<file path="src/verilog/fill_defines.svh">
`ifndef FILL_DEFINES_SVH
`define FILL_DEFINES_SVH

// ==========================================================================
// Register indices (byte address is four times the index)
`define PAGE_CTRL_IDX   17'h1fffd
`define FILL_VALUE_IDX  17'h1fffe
`define FILL_CMD_IDX    17'h1ffff
`define APB_ADDR_W      19

// ==========================================================================
// Field positions and reset values
`define BUSY_BIT        0
`define FILL_PAGE_HI    5
`define FILL_PAGE_LO    4
`define MODE_HI         7
`define MODE_LO         6
`define INDEX_HI        5
`define INDEX_LO        0
`define REG8_RESET      8'h00
`define PAGE_0          2'h0
`define PAGE_1          2'h1

// ==========================================================================
// Frame buffer geometry and timing
`define FB_AW           17
`define FB_WORDS_DEF    76800
`define COLOR_W         12
`define CLK_PERIOD_NS   40
`define DONE_PULSE_NS   66500
`define DONE_PULSE_CYC  (`DONE_PULSE_NS / `CLK_PERIOD_NS)
`define PULSE_CNT_W     11

`endif

</file>
<file path="src/verilog/fill_pkg.sv">
`default_nettype none
package fill_pkg;

  // Fill engine states
  typedef enum logic [1:0] {
    ST_IDLE,
    ST_LOOKUP,
    ST_FILL,
    ST_DRAIN
  } fill_state_t;

endpackage
`default_nettype wire

</file>
<file path="src/verilog/fill_evt_if.sv">
`timescale 1ns/100ps
`default_nettype none
// Completion event from the engine to the pulse generator
interface fill_evt_if;
  logic done_evt;
  logic done_n;
  logic pulse_active;
  modport src (output done_evt, input done_n, input pulse_active);
  modport gen (input done_evt, output done_n, output pulse_active);
endinterface
`default_nettype wire

</file>
<file path="src/verilog/frame_buffer_hard_fill.sv">
// Summary of operation
// - The fill command register at index 1ffff reads busy in bit 0, set by the automatic fill after reset.
// - Any write to the fill command register starts one fill, whatever the data.
// - A fill writes the palette colour of the stored index to every word of the chosen page.
// - Busy reads 1 right after a fill is accepted and 0 once the page is written.
// - A finished fill drives an active-low pulse on the completion output.
// - The completion pulse lasts about one line period, 66.5 us.
// - A fill starts by itself shortly after reset release, with busy set.
// - Fill page value 0 selects page 0, 1 selects page 1, 2 and 3 are inactive.
// - The fill value register at index 1fffe is write-only, reset zero, mode 7:6, index 5:0.
//
// The APB interface to the registers was chosen for this implementation.
`timescale 1ns/100ps
`default_nettype none
`include "fill_defines.svh"
module frame_buffer_hard_fill
  import fill_pkg::*;
#(
  parameter int FB_WORDS = `FB_WORDS_DEF
) (
  input  wire logic                  pclk,
  input  wire logic                  presetn,
  input  wire logic                  psel,
  input  wire logic                  penable,
  input  wire logic                  pwrite,
  input  wire logic [`APB_ADDR_W-1:0] paddr,
  input  wire logic [31:0]           pwdata,
  input  wire logic [3:0]            pstrb,
  output logic [31:0]                prdata,
  output logic                       pready,
  output logic                       pslverr,
  output logic [5:0]                 palette_index,
  input  wire logic [`COLOR_W-1:0]   palette_color,
  output logic                       fb_we,
  output logic [`FB_AW-1:0]          fb_addr,
  output logic                       fb_page,
  output logic [`COLOR_W-1:0]        fb_data,
  output logic [1:0]                 color_mode,
  output logic                       fill_busy,
  output logic                       fill_done_n
);

  // Index decode of an aligned word address
  function automatic logic hit(input logic [`APB_ADDR_W-1:0] a, input logic [16:0] idx);
    hit = (a[`APB_ADDR_W-1:2] == idx) && (a[1:0] == 2'h0);
  endfunction

  fill_evt_if evt ();

  fill_done_pulse fill_done_pulse_inst (
    .pclk    (pclk),
    .presetn (presetn),
    .evt     (evt)
  );

  logic [7:0]         fill_value_reg;
  logic [7:0]         next_fill_value_reg;
  logic [7:0]         page_control_reg;
  logic [7:0]         next_page_control_reg;
  logic [31:0]        next_prdata;
  logic               mapped;
  logic               wr_access;
  logic               cmd_write;

  // ==========================================================================
  // APB slave: zero wait states, error on unmapped words
  assign mapped    = hit(paddr, `FILL_CMD_IDX) | hit(paddr, `FILL_VALUE_IDX)
                   | hit(paddr, `PAGE_CTRL_IDX);
  assign pready    = 1'b1;
  assign pslverr   = psel & penable & ~mapped;
  assign wr_access = psel & penable & pwrite & mapped;
  assign cmd_write = wr_access & hit(paddr, `FILL_CMD_IDX);

  // Register writes in the access cycle, read data captured in the setup cycle
  always_comb begin
    next_fill_value_reg   = fill_value_reg;
    next_page_control_reg = page_control_reg;
    next_prdata           = prdata;
    if (wr_access && pstrb[0]) begin
      if (hit(paddr, `FILL_VALUE_IDX)) begin
        next_fill_value_reg = pwdata[7:0];
      end
      if (hit(paddr, `PAGE_CTRL_IDX)) begin
        next_page_control_reg = pwdata[7:0];
      end
    end
    if (psel && !penable && !pwrite) begin
      next_prdata = '0; // Write-only registers read zero
      if (hit(paddr, `FILL_CMD_IDX)) begin
        next_prdata[`BUSY_BIT] = fill_busy;
      end
    end
  end

  always_ff @(posedge pclk or negedge presetn) begin
    if (!presetn) begin
      fill_value_reg   <= `REG8_RESET;
      page_control_reg <= `REG8_RESET;
      prdata           <= '0;
    end else begin
      fill_value_reg   <= next_fill_value_reg;
      page_control_reg <= next_page_control_reg;
      prdata           <= next_prdata;
    end
  end

  // ==========================================================================
  // Fill engine
  fill_state_t       state;
  fill_state_t       next_state;
  logic [`FB_AW-1:0] count;
  logic [`FB_AW-1:0] next_count;
  logic              auto_pending;
  logic              next_auto_pending;
  logic              page_ok;
  logic              next_page_ok;
  logic              next_fb_page;
  logic              next_fb_we;
  logic [`FB_AW-1:0] next_fb_addr;
  logic [`COLOR_W-1:0] next_fb_data;
  logic [5:0]        next_palette_index;
  logic [1:0]        next_color_mode;
  logic              start;
  logic [1:0]        fill_page_select;

  localparam logic [`FB_AW-1:0] LAST_WORD = `FB_AW'(FB_WORDS - 1);

  assign start = cmd_write | auto_pending;
  assign fill_page_select = page_control_reg[`FILL_PAGE_HI:`FILL_PAGE_LO];

  always_comb begin
    next_state         = state;
    next_count         = count;
    next_auto_pending  = 1'b0;
    next_page_ok       = page_ok;
    next_fb_page       = fb_page;
    next_fb_we         = 1'b0;
    next_fb_addr       = fb_addr;
    next_fb_data       = fb_data;
    next_palette_index = palette_index;
    next_color_mode    = color_mode;
    evt.done_evt       = 1'b0;
    if (start) begin
      // A command during a fill restarts it with the new settings
      next_state         = ST_LOOKUP;
      next_count         = '0;
      next_palette_index = fill_value_reg[`INDEX_HI:`INDEX_LO];
      next_color_mode    = fill_value_reg[`MODE_HI:`MODE_LO];
      next_page_ok       = (fill_page_select == `PAGE_0)
                         || (fill_page_select == `PAGE_1);
      next_fb_page       = (fill_page_select == `PAGE_1);
    end else begin
      case (state)
        ST_IDLE: begin
        end
        ST_LOOKUP: begin
          next_fb_data = palette_color;
          next_state   = ST_FILL;
        end
        ST_FILL: begin
          next_fb_we   = page_ok;
          next_fb_addr = count;
          next_count   = count + `FB_AW'(1);
          if (count == LAST_WORD) begin
            next_state = ST_DRAIN;
          end
        end
        ST_DRAIN: begin
          evt.done_evt = 1'b1;
          next_state   = ST_IDLE;
        end
        default: begin
          next_state = ST_IDLE;
        end
      endcase
    end
  end

  always_ff @(posedge pclk or negedge presetn) begin
    if (!presetn) begin
      state         <= ST_IDLE;
      count         <= '0;
      auto_pending  <= 1'b1;
      page_ok       <= 1'b0;
      fb_page       <= 1'b0;
      fb_we         <= 1'b0;
      fb_addr       <= '0;
      fb_data       <= '0;
      palette_index <= '0;
      color_mode    <= '0;
    end else begin
      state         <= next_state;
      count         <= next_count;
      auto_pending  <= next_auto_pending;
      page_ok       <= next_page_ok;
      fb_page       <= next_fb_page;
      fb_we         <= next_fb_we;
      fb_addr       <= next_fb_addr;
      fb_data       <= next_fb_data;
      palette_index <= next_palette_index;
      color_mode    <= next_color_mode;
    end
  end

  // Busy follows the engine only, never the written data
  assign fill_busy   = (state != ST_IDLE);
  assign fill_done_n = evt.done_n;

  // ==========================================================================
  // Checks
  AST_CMD_SETS_BUSY: assert property (@(posedge pclk) disable iff (!presetn)
    cmd_write |=> fill_busy && state == ST_LOOKUP)
    else $error("Command write did not start a fill");
  AST_ZERO_DATA_BUSY: assert property (@(posedge pclk) disable iff (!presetn)
    (cmd_write && pwdata[0] == 1'b0) |=> ##1 fill_busy)
    else $error("Busy followed written data");
  AST_AUTO_FILL: assert property (@(posedge pclk) disable iff (!presetn)
    auto_pending |=> fill_busy)
    else $error("No fill after reset release");
  AST_BUSY_READ: assert property (@(posedge pclk) disable iff (!presetn)
    (psel && !penable && !pwrite && hit(paddr, `FILL_CMD_IDX))
      |=> prdata == {31'h0, $past(fill_busy)})
    else $error("Busy read value wrong");
  AST_BUSY_CLEARS: assert property (@(posedge pclk) disable iff (!presetn)
    (state == ST_DRAIN && !start) |=> !fill_busy && evt.pulse_active ##1 !fill_done_n)
    else $error("Busy or done pulse wrong at fill end");
  AST_FILL_WRITE: assert property (@(posedge pclk) disable iff (!presetn)
    (state == ST_FILL && page_ok && !start)
      |=> fb_we && fb_addr == $past(count) && fb_data == $past(fb_data))
    else $error("Fill word not written");
  AST_INACTIVE_PAGE: assert property (@(posedge pclk) disable iff (!presetn)
    (start && fill_page_select[1]) |=> !fb_we [*3])
    else $error("Write to inactive page");
  AST_VALUE_REG: assert property (@(posedge pclk) disable iff (!presetn)
    (wr_access && pstrb[0] && hit(paddr, `FILL_VALUE_IDX))
      |=> fill_value_reg == $past(pwdata[7:0]))
    else $error("Fill value not stored");

endmodule // frame_buffer_hard_fill
`default_nettype wire

</file>
<file path="src/verilog/fill_done_pulse.sv">
`timescale 1ns/100ps
`default_nettype none
`include "fill_defines.svh"
module fill_done_pulse
  import fill_pkg::*;
(
  input  wire logic pclk,
  input  wire logic presetn,
  fill_evt_if.gen   evt
);

  logic                    active;
  logic                    next_active;
  logic [`PULSE_CNT_W-1:0] cnt;
  logic [`PULSE_CNT_W-1:0] next_cnt;
  localparam logic [`PULSE_CNT_W-1:0] LAST = `PULSE_CNT_W'(`DONE_PULSE_CYC - 1);

  // ==========================================================================
  // Low pulse timer, a new completion restarts it
  always_comb begin
    next_active = active;
    next_cnt    = cnt;
    if (evt.done_evt) begin
      next_active = 1'b1;
      next_cnt    = '0;
    end else if (active) begin
      if (cnt == LAST) begin
        next_active = 1'b0;
      end else begin
        next_cnt = cnt + `PULSE_CNT_W'(1);
      end
    end
  end

  always_ff @(posedge pclk or negedge presetn) begin
    if (!presetn) begin
      active <= 1'b0;
      cnt    <= '0;
    end else begin
      active <= next_active;
      cnt    <= next_cnt;
    end
  end

  assign evt.done_n       = ~active;
  assign evt.pulse_active = active;

  // ==========================================================================
  // Checks
  AST_PULSE_HOLD: assert property (@(posedge pclk) disable iff (!presetn)
    (active && cnt != LAST) |=> !evt.done_n)
    else $error("Done pulse ended early");
  AST_PULSE_END: assert property (@(posedge pclk) disable iff (!presetn)
    (active && cnt == LAST && !evt.done_evt) |=> evt.done_n)
    else $error("Done pulse too long");

endmodule // fill_done_pulse
`default_nettype wire

</file>
<file path="config.mk">
export PLATFORM = sky130hd
export DESIGN_NAME = frame_buffer_hard_fill
export DESIGN_NICKNAME = d
export VERILOG_FILES = /design/src/verilog/fill_pkg.sv /design/src/verilog/fill_evt_if.sv /design/src/verilog/frame_buffer_hard_fill.sv /design/src/verilog/fill_done_pulse.sv
export VERILOG_INCLUDE_DIRS = /design/src /design/src/verilog
export SDC_FILE = /design/constraint.sdc
export NUM_CORES = 1
export LEC_CHECK = 0
export BUFFER_PORTS_ARGS = -buffer_cell sky130_fd_sc_hd__buf_2
export CAP_MARGIN = 20
export CORE_MARGIN = 5
export CORE_UTILIZATION = 49
export CTS_CLUSTER_DIAMETER = 30
export DETAILED_ROUTE_END_ITERATION = 7
export PLACE_DENSITY = 0.9
export SLEW_MARGIN = 10
export SYNTH_ARGS = -nofsm -noshare
export SYNTH_HDL_FRONTEND = slang
export SYNTH_SLANG_ARGS = --single-unit
</file>
<file path="constraint.sdc">
create_clock -name pclk -period 2.55 [get_ports pclk]
set_clock_uncertainty 0.1 [all_clocks]
set_input_delay 0.1275 -clock pclk [delete_from_list [all_inputs] [get_ports pclk]]
set_output_delay 0.1275 -clock pclk [all_outputs]
set_load 0.02 [all_outputs]
</file>
==> results of run 1 <==
## area by class of cell
cell class	instances	area, um2	share of cell area
flip-flops and latches	83	2080	0.433
multi-input cells	235	1660	0.346
repair buffers	116	733	0.153
well taps	102	128	0.0266
clock buffers	9	124	0.0258
clock inverters	7	58.8	0.0122
inverters	6	22.5	0.00469
## metrics by stage
| step | power [uW] | cells | utilization |
|---|---|---|---|
| 3_5_place_dp | 1890 | 518 | 0.562 |
| 2_1_floorplan | 1770 | 364 | - |
| 4_1_cts | 2790 | 557 | 0.615 |
| 6_report | 2790 | 558 | 0.619 |
| 5_1_grt | 2920 | 558 | 0.619 |
| 3_3_place_gp | 1870 | 518 | 0.562 |
## routing by layer
layer	vias up	global-route usage	routed length [um]	share of wire
met2	101	0.293	4180	0.51
met1	1434	0.203	3330	0.41
li1	1361	-	-	-
met4	0	0.0725	156	0.019
met5	-	0	0	0
met3	14	0.0358	531	0.065
## worst max path at each step
| stage | start | to | depth (start not counted) |
|---|---|---|---|
| finish | pwrite | palette_index[2] | 6 |
| global route | pwrite | fill_done_pulse_inst.evt.pulse_active | 7 |
| CTS | pwrite | palette_index[1] | 6 |
| detailed placement | paddr[0] | palette_index[2] | 5 |
| global placement | paddr[0] | fill_done_pulse_inst.evt.pulse_active | 6 |
| floorplan | state[0] | fb_addr[10] | 4 |
## timing repair
| action | 4_1_cts | 5_1_grt |
|---|---|---|
| buffers inserted | 0 | 0 |
| hold endpoints to repair | 105 | 0 |
| hold buffers | 23 | 0 |
## logic make-up (layout without fill, tap and decap cells)
group / count (synthesis) / count (layout) / share of synthesized area
simple gates: 100 / 100 / 0.148
flops: 83 / 83 / 0.530
mux: 50 / 50 / 0.143
buf+inv: 46 / 138 / 0.0769
compound gates: 35 / 35 / 0.0588
xor+xnor: 14 / 14 / 0.0313
fa+ha+maj: 3 / 3 / 0.00958
other cells: 2 / 33 / 0.00192
## cells in the mapped netlist, drive strengths merged (2+ instances only)
cell type / n / area share
ha: 3 / 0.0096
nor3: 9 / 0.014
nand3: 12 / 0.015
mux2i: 2 / 0.0051
o31ai: 2 / 0.0038
nor2: 21 / 0.020
a211oi: 5 / 0.013
o21ai: 7 / 0.0089
dfrtp: 82 / 0.52
nor3b: 2 / 0.0038
nand4: 7 / 0.013
nand2b: 3 / 0.0048
inv: 6 / 0.0057
nand2: 16 / 0.015
mux2: 48 / 0.14
clkbuf: 3 / 0.0029
nor4: 4 / 0.010
nand4b: 2 / 0.0045
or4: 2 / 0.0048
nor2b: 2 / 0.0032
buf: 37 / 0.068
xor2: 4 / 0.0089
or3: 9 / 0.014
xnor2: 10 / 0.022
conb: 2 / 0.0019
and4: 4 / 0.0093
a21oi: 13 / 0.017
## worst max-delay path, stage by stage
cell,delay [ns]
dlygate4sd3_1,0.52
buf_2,0.11
nand3_1,0.11
nor4_4,0.48
a21o_1,0.52
mux2_2,0.40
## power by group through the flow
stage	clock network, uW	logic (uW)	registers (uW)
floorplan	0	238	1540
global placement	0	378	1490
detailed placement	0	391	1500
CTS	899	417	1470
global route	962	467	1490
finish	884	425	1480
==> flow_summary.toml, run 1 <==
[routing]
postRouteAntennaNets = 0
drc = 0
vias = 2910
wl_per_cell_um = 14.7
drt_wl_total_mm = 8.19
via_per_inst = 5.22
first_iter_violations = 170
dr.pass1.iters = 4

[sta]
fin_ws_ns = 0.416
layout_min_cycle_time_ns = 2.13
setup_viol = 0
finalHoldViolCount = 0
drv_slew = 0
rsz0062_at_grt = "false"
max_freq_mhz = 469
fin_tns_setup_ns = 0
hold_ws_ns = 0.0506
relSlewSlack = 0.654
fin_crit_sh = 0.837
worst_slew_pin_slew_ns = 0.519

[floorplan]
dieArea_mm2 = 0.00989
initial_utilization = 0.505
core_mm2 = 0.00777
die_h_um = 99.4
fp.dieW_um = 99.4
row_count = 32
boundaryPins = 147

[logic_synthesis]
avgSynthCellArea_um2 = 11.8
yosysWarnings = 0
ys_async_sr_fraction = 1.00
synth_ff_type = "dfrtp_1"
ys_types = 51
syn_inst = 333
synth_edf_count = 0
synth-seq-cells = 83
yosysSeqAreaShare = 0.530
syn_area_mm2 = 0.00392

[critical_path]
worstPathRequired_ns = 2.69
setup.worst_path.end_class = "flop"
arrival_ns = 2.28
reg2reg_slack_ns = 0.53
r2r-start = "count[3]"
reg2reg_depth = 4
startpoint_type = "input port"
worstReg2RegEnd = "count[13]"
cp_max_fo = 12
crit_type = "in2reg"

[cells_and_area]
area_growth_syn_to_layout_pct = 22.6
top_regs = "count: 17 flops, fb_addr: 17 flops, fb_data: 12 flops"
layout.nets = 526
final_cell_mix = "buf_2, dfrtp_1, mux2_2"
stdcell_area_mm2 = 0.00480
final_common_cell = "buf_2"
n_fill_cell = 582
drive_above_1_share = 0.346
antenna_cells = 0

[global_route]
antenna_found_initial = 0
grt_usage = 0.169
grt_pass1_vias = 2851
grt_pass1_wl_mm = 13.4
grt_max_degree = 84
grt_overflow = 0

[placement]
dpl.hpwl_mm = 5.77
port_buffers = 87
pre_cts_ws_ns = 0.521
post_dp_cell_area_mm2 = 0.00436
globalplace.congestion = 0.870

[min_path]
min_to = "prdata[0]"
min_path_cells = 4
hp-class = "in2reg"
hold_path_startpoint = "penable"

[power]
seqPwrFrac = 0.530
clkPwrFrac = 0.317
combPwrFrac = 0.153
power.density_mw_per_mm2 = 580
p_leak_uw = 0.00238
p_int_uw = 1950
p_switching_uw = 841
switching_share = 0.302
ir_worst_vdd_uv = 327

[clock_tree]
cts_tree = "done"
cts_made_buffers = 9
htree_levels = 3
clock_latency_ns = 0.35
clockBufferDepth = 2
cts.sinks = 83
clk_pin_slew_ns = 0.09
cts_root_buf = "clkbuf_8"
cts_resized = 0

[run]
cap_violations = 0

[run_status]
status = "complete, no violations"
(Power assumes the default switching activity.)
==> run 2: changes to the inputs <==
--- a/config.mk
+++ b/config.mk
@@ -9,10 +9,10 @@
 export BUFFER_PORTS_ARGS = -buffer_cell sky130_fd_sc_hd__buf_2
 export CAP_MARGIN = 20
 export CORE_MARGIN = 5
-export CORE_UTILIZATION = 49
+export CORE_UTILIZATION = 44
 export CTS_CLUSTER_DIAMETER = 30
 export DETAILED_ROUTE_END_ITERATION = 7
-export PLACE_DENSITY = 0.9
+export PLACE_DENSITY = 0.86
 export SLEW_MARGIN = 10
 export SYNTH_ARGS = -nofsm -noshare
 export SYNTH_HDL_FRONTEND = slang
==> constraint.sdc (replaced) <==
create_clock -name pclk -period 1.7 [get_ports pclk]
set_clock_uncertainty 0.1 [all_clocks]
set_input_delay 0.085 -clock pclk [delete_from_list [all_inputs] [get_ports pclk]]
set_output_delay 0.085 -clock pclk [all_outputs]
set_load 0.02 [all_outputs]
==> flow_summary.toml, run 2 (synthesized netlist as in run 1, its figures left out) <==
[global_route]
antenna_found_initial = 0
grt_overflow = 0
grt_pass1_vias = 3326
grt_usage = 0.167
grt_pass1_wl_mm = 15.3
grt_max_degree = 33

[critical_path]
setup.worst_path.end_class = "flop"
crit_type = "reg2reg"
arrival_ns = 1.97
startpoint_type = "flop"
cp_max_fo = 5
worstPathRequired_ns = 1.84

[routing]
first_iter_violations = 197
drc = 0
dr.pass1.iters = 4
drt_wl_total_mm = 9.69
via_per_inst = 5.18
vias = 3171
wl_per_cell_um = 15.8
postRouteAntennaNets = 0

[power]
p_switching_uw = 1270
seqPwrFrac = 0.483
power_uw = 4580
power.density_mw_per_mm2 = 842
clkPwrFrac = 0.337
switching_share = 0.278
p_leak_uw = 0.00269
p_int_uw = 3300
combPwrFrac = 0.180
ir_worst_vdd_uv = 569

[placement]
port_buffers = 87
globalplace.congestion = 0.784
pre_cts_ws_ns = -0.120
dpl.hpwl_mm = 6.40

[clock_tree]
cts.sinks = 83
clk_pin_slew_ns = 0.08
clock_latency_ns = 0.35
cts_tree = "done"
cts_root_buf = "clkbuf_8"
htree_levels = 3
clockBufferDepth = 2
cts_made_buffers = 9

[run_status]
status = "finished with violations"
violations = "setup timing"

[min_path]
hp-class = "in2reg"

[sta]
max_freq_mhz = 545
fin_tns_setup_ns = -2.09
hold_ws_ns = 0.0722
fin_ws_ns = -0.135
finalHoldViolCount = 0
drv_slew = 0
setup_viol = 23
layout_min_cycle_time_ns = 1.83
fin_crit_sh = 1.08
rsz0062_at_grt = "true"

[floorplan]
row_count = 34
boundaryPins = 147
dieArea_mm2 = 0.0109
fp.dieW_um = 104
die_h_um = 104
initial_utilization = 0.449
core_mm2 = 0.00872

[cells_and_area]
final_cell_mix = "buf_2, dfrtp_1, buf_4"
layout.nets = 574
final_common_cell = "buf_2"
top_regs = "count: 17 flops, fb_addr: 17 flops, fb_data: 12 flops"
n_fill_cell = 662
area_growth_syn_to_layout_pct = 38.6
drive_above_1_share = 0.458
antenna_cells = 0

[run]
cap_violations = 0
[run 2: cell types whose count changed in the layout (fill, tap and decap cells not counted), moves of 3 or more]
| cell | previous run | this run |
|---|---|---|
| buf_4 | 6 | 45 |
| buf_6 | 0 | 5 |
| or3_1 | 9 | 4 |
| or3_4 | 0 | 5 |
| a21oi_1 | 13 | 9 |
| a21oi_2 | 0 | 4 |
| buf_12 | 0 | 3 |
| mux2_1 | 10 | 7 |
| mux2_4 | 0 | 3 |
| nor4_1 | 3 | 0 |
[run 2: power by group through the flow]
stage / combinational (uW) / clock (uW) / sequential [uW]
3_5_place_dp: 678 / 0 / 2230
2_1_floorplan: 363 / 0 / 2300
5_1_grt: 897 / 1650 / 2230
6_report: 823 / 1540 / 2210
3_3_place_gp: 654 / 0 / 2220
4_1_cts: 730 / 1570 / 2200
[run 2: layer usage]
metal	global-route usage	up-vias	wire length [um]
met5	0	-	0
met4	0.0490	0	188
met3	0.0490	25	742
met2	0.285	150	4910
met1	0.202	1538	3840
li1	-	1458	-
[run 2: path summary, 6_finish.rpt]
check | start | endpoint | slack (ns) | cells past startpoint
hold reg to reg | fb_addr[8] | fb_addr[8] | 0.39 | 1
setup reg to reg | state[0] | fb_addr[6] | -0.13 | 6
hold / removal | penable | prdata[0] | 0.07 | 4
max in group asynchronous | presetn | count[5] | 0.80 | 3
min in group asynchronous | presetn | count[16] | 0.11 | 2
setup / recovery | state[0] | fb_addr[6] | -0.13 | 6
[run 2: what timing repair did]
action | 4_1_cts | 5_1_grt
pin swaps | 4 | 9
endpoints found under the hold margin | 105 | 0
setup buffers | 5 | 4
hold buffers | 22 | 0
gates resized for setup | 5 | 30
cloned | 0 | 5
endpoints found under the setup margin | 26 | 45
[run 2: final cells by class]
type                            instances  area (um2)  share of cell area
Clock buffer                           11         131              0.0242
Sequential cell                        83        2080               0.383
Tap cell                              108         135              0.0249
Multi-Input combinational cell        236        1830               0.336
Clock inverter                          5        85.1              0.0157
Timing Repair Buffer                  163        1150               0.213
Inverter                                6        22.5             0.00415
[run 2: stage by stage]
step                std cells  utilization  instance area [um2]
finish                    612        0.623                 5430
global route              612        0.623                 5430
CTS                       603        0.594                 5180
detailed placement        560        0.538                 4690
global placement          560        0.538                 4690
floorplan                 364            -                 4070
[run 2: worst max-delay path: stages, from the launching register on]
cell       delay [ns]
dfrtp_1          0.41
buf_4            0.17
nand2b_4         0.15
a211oi_4         0.25
buf_6            0.18
clkbuf_16        0.15
mux2_2           0.32
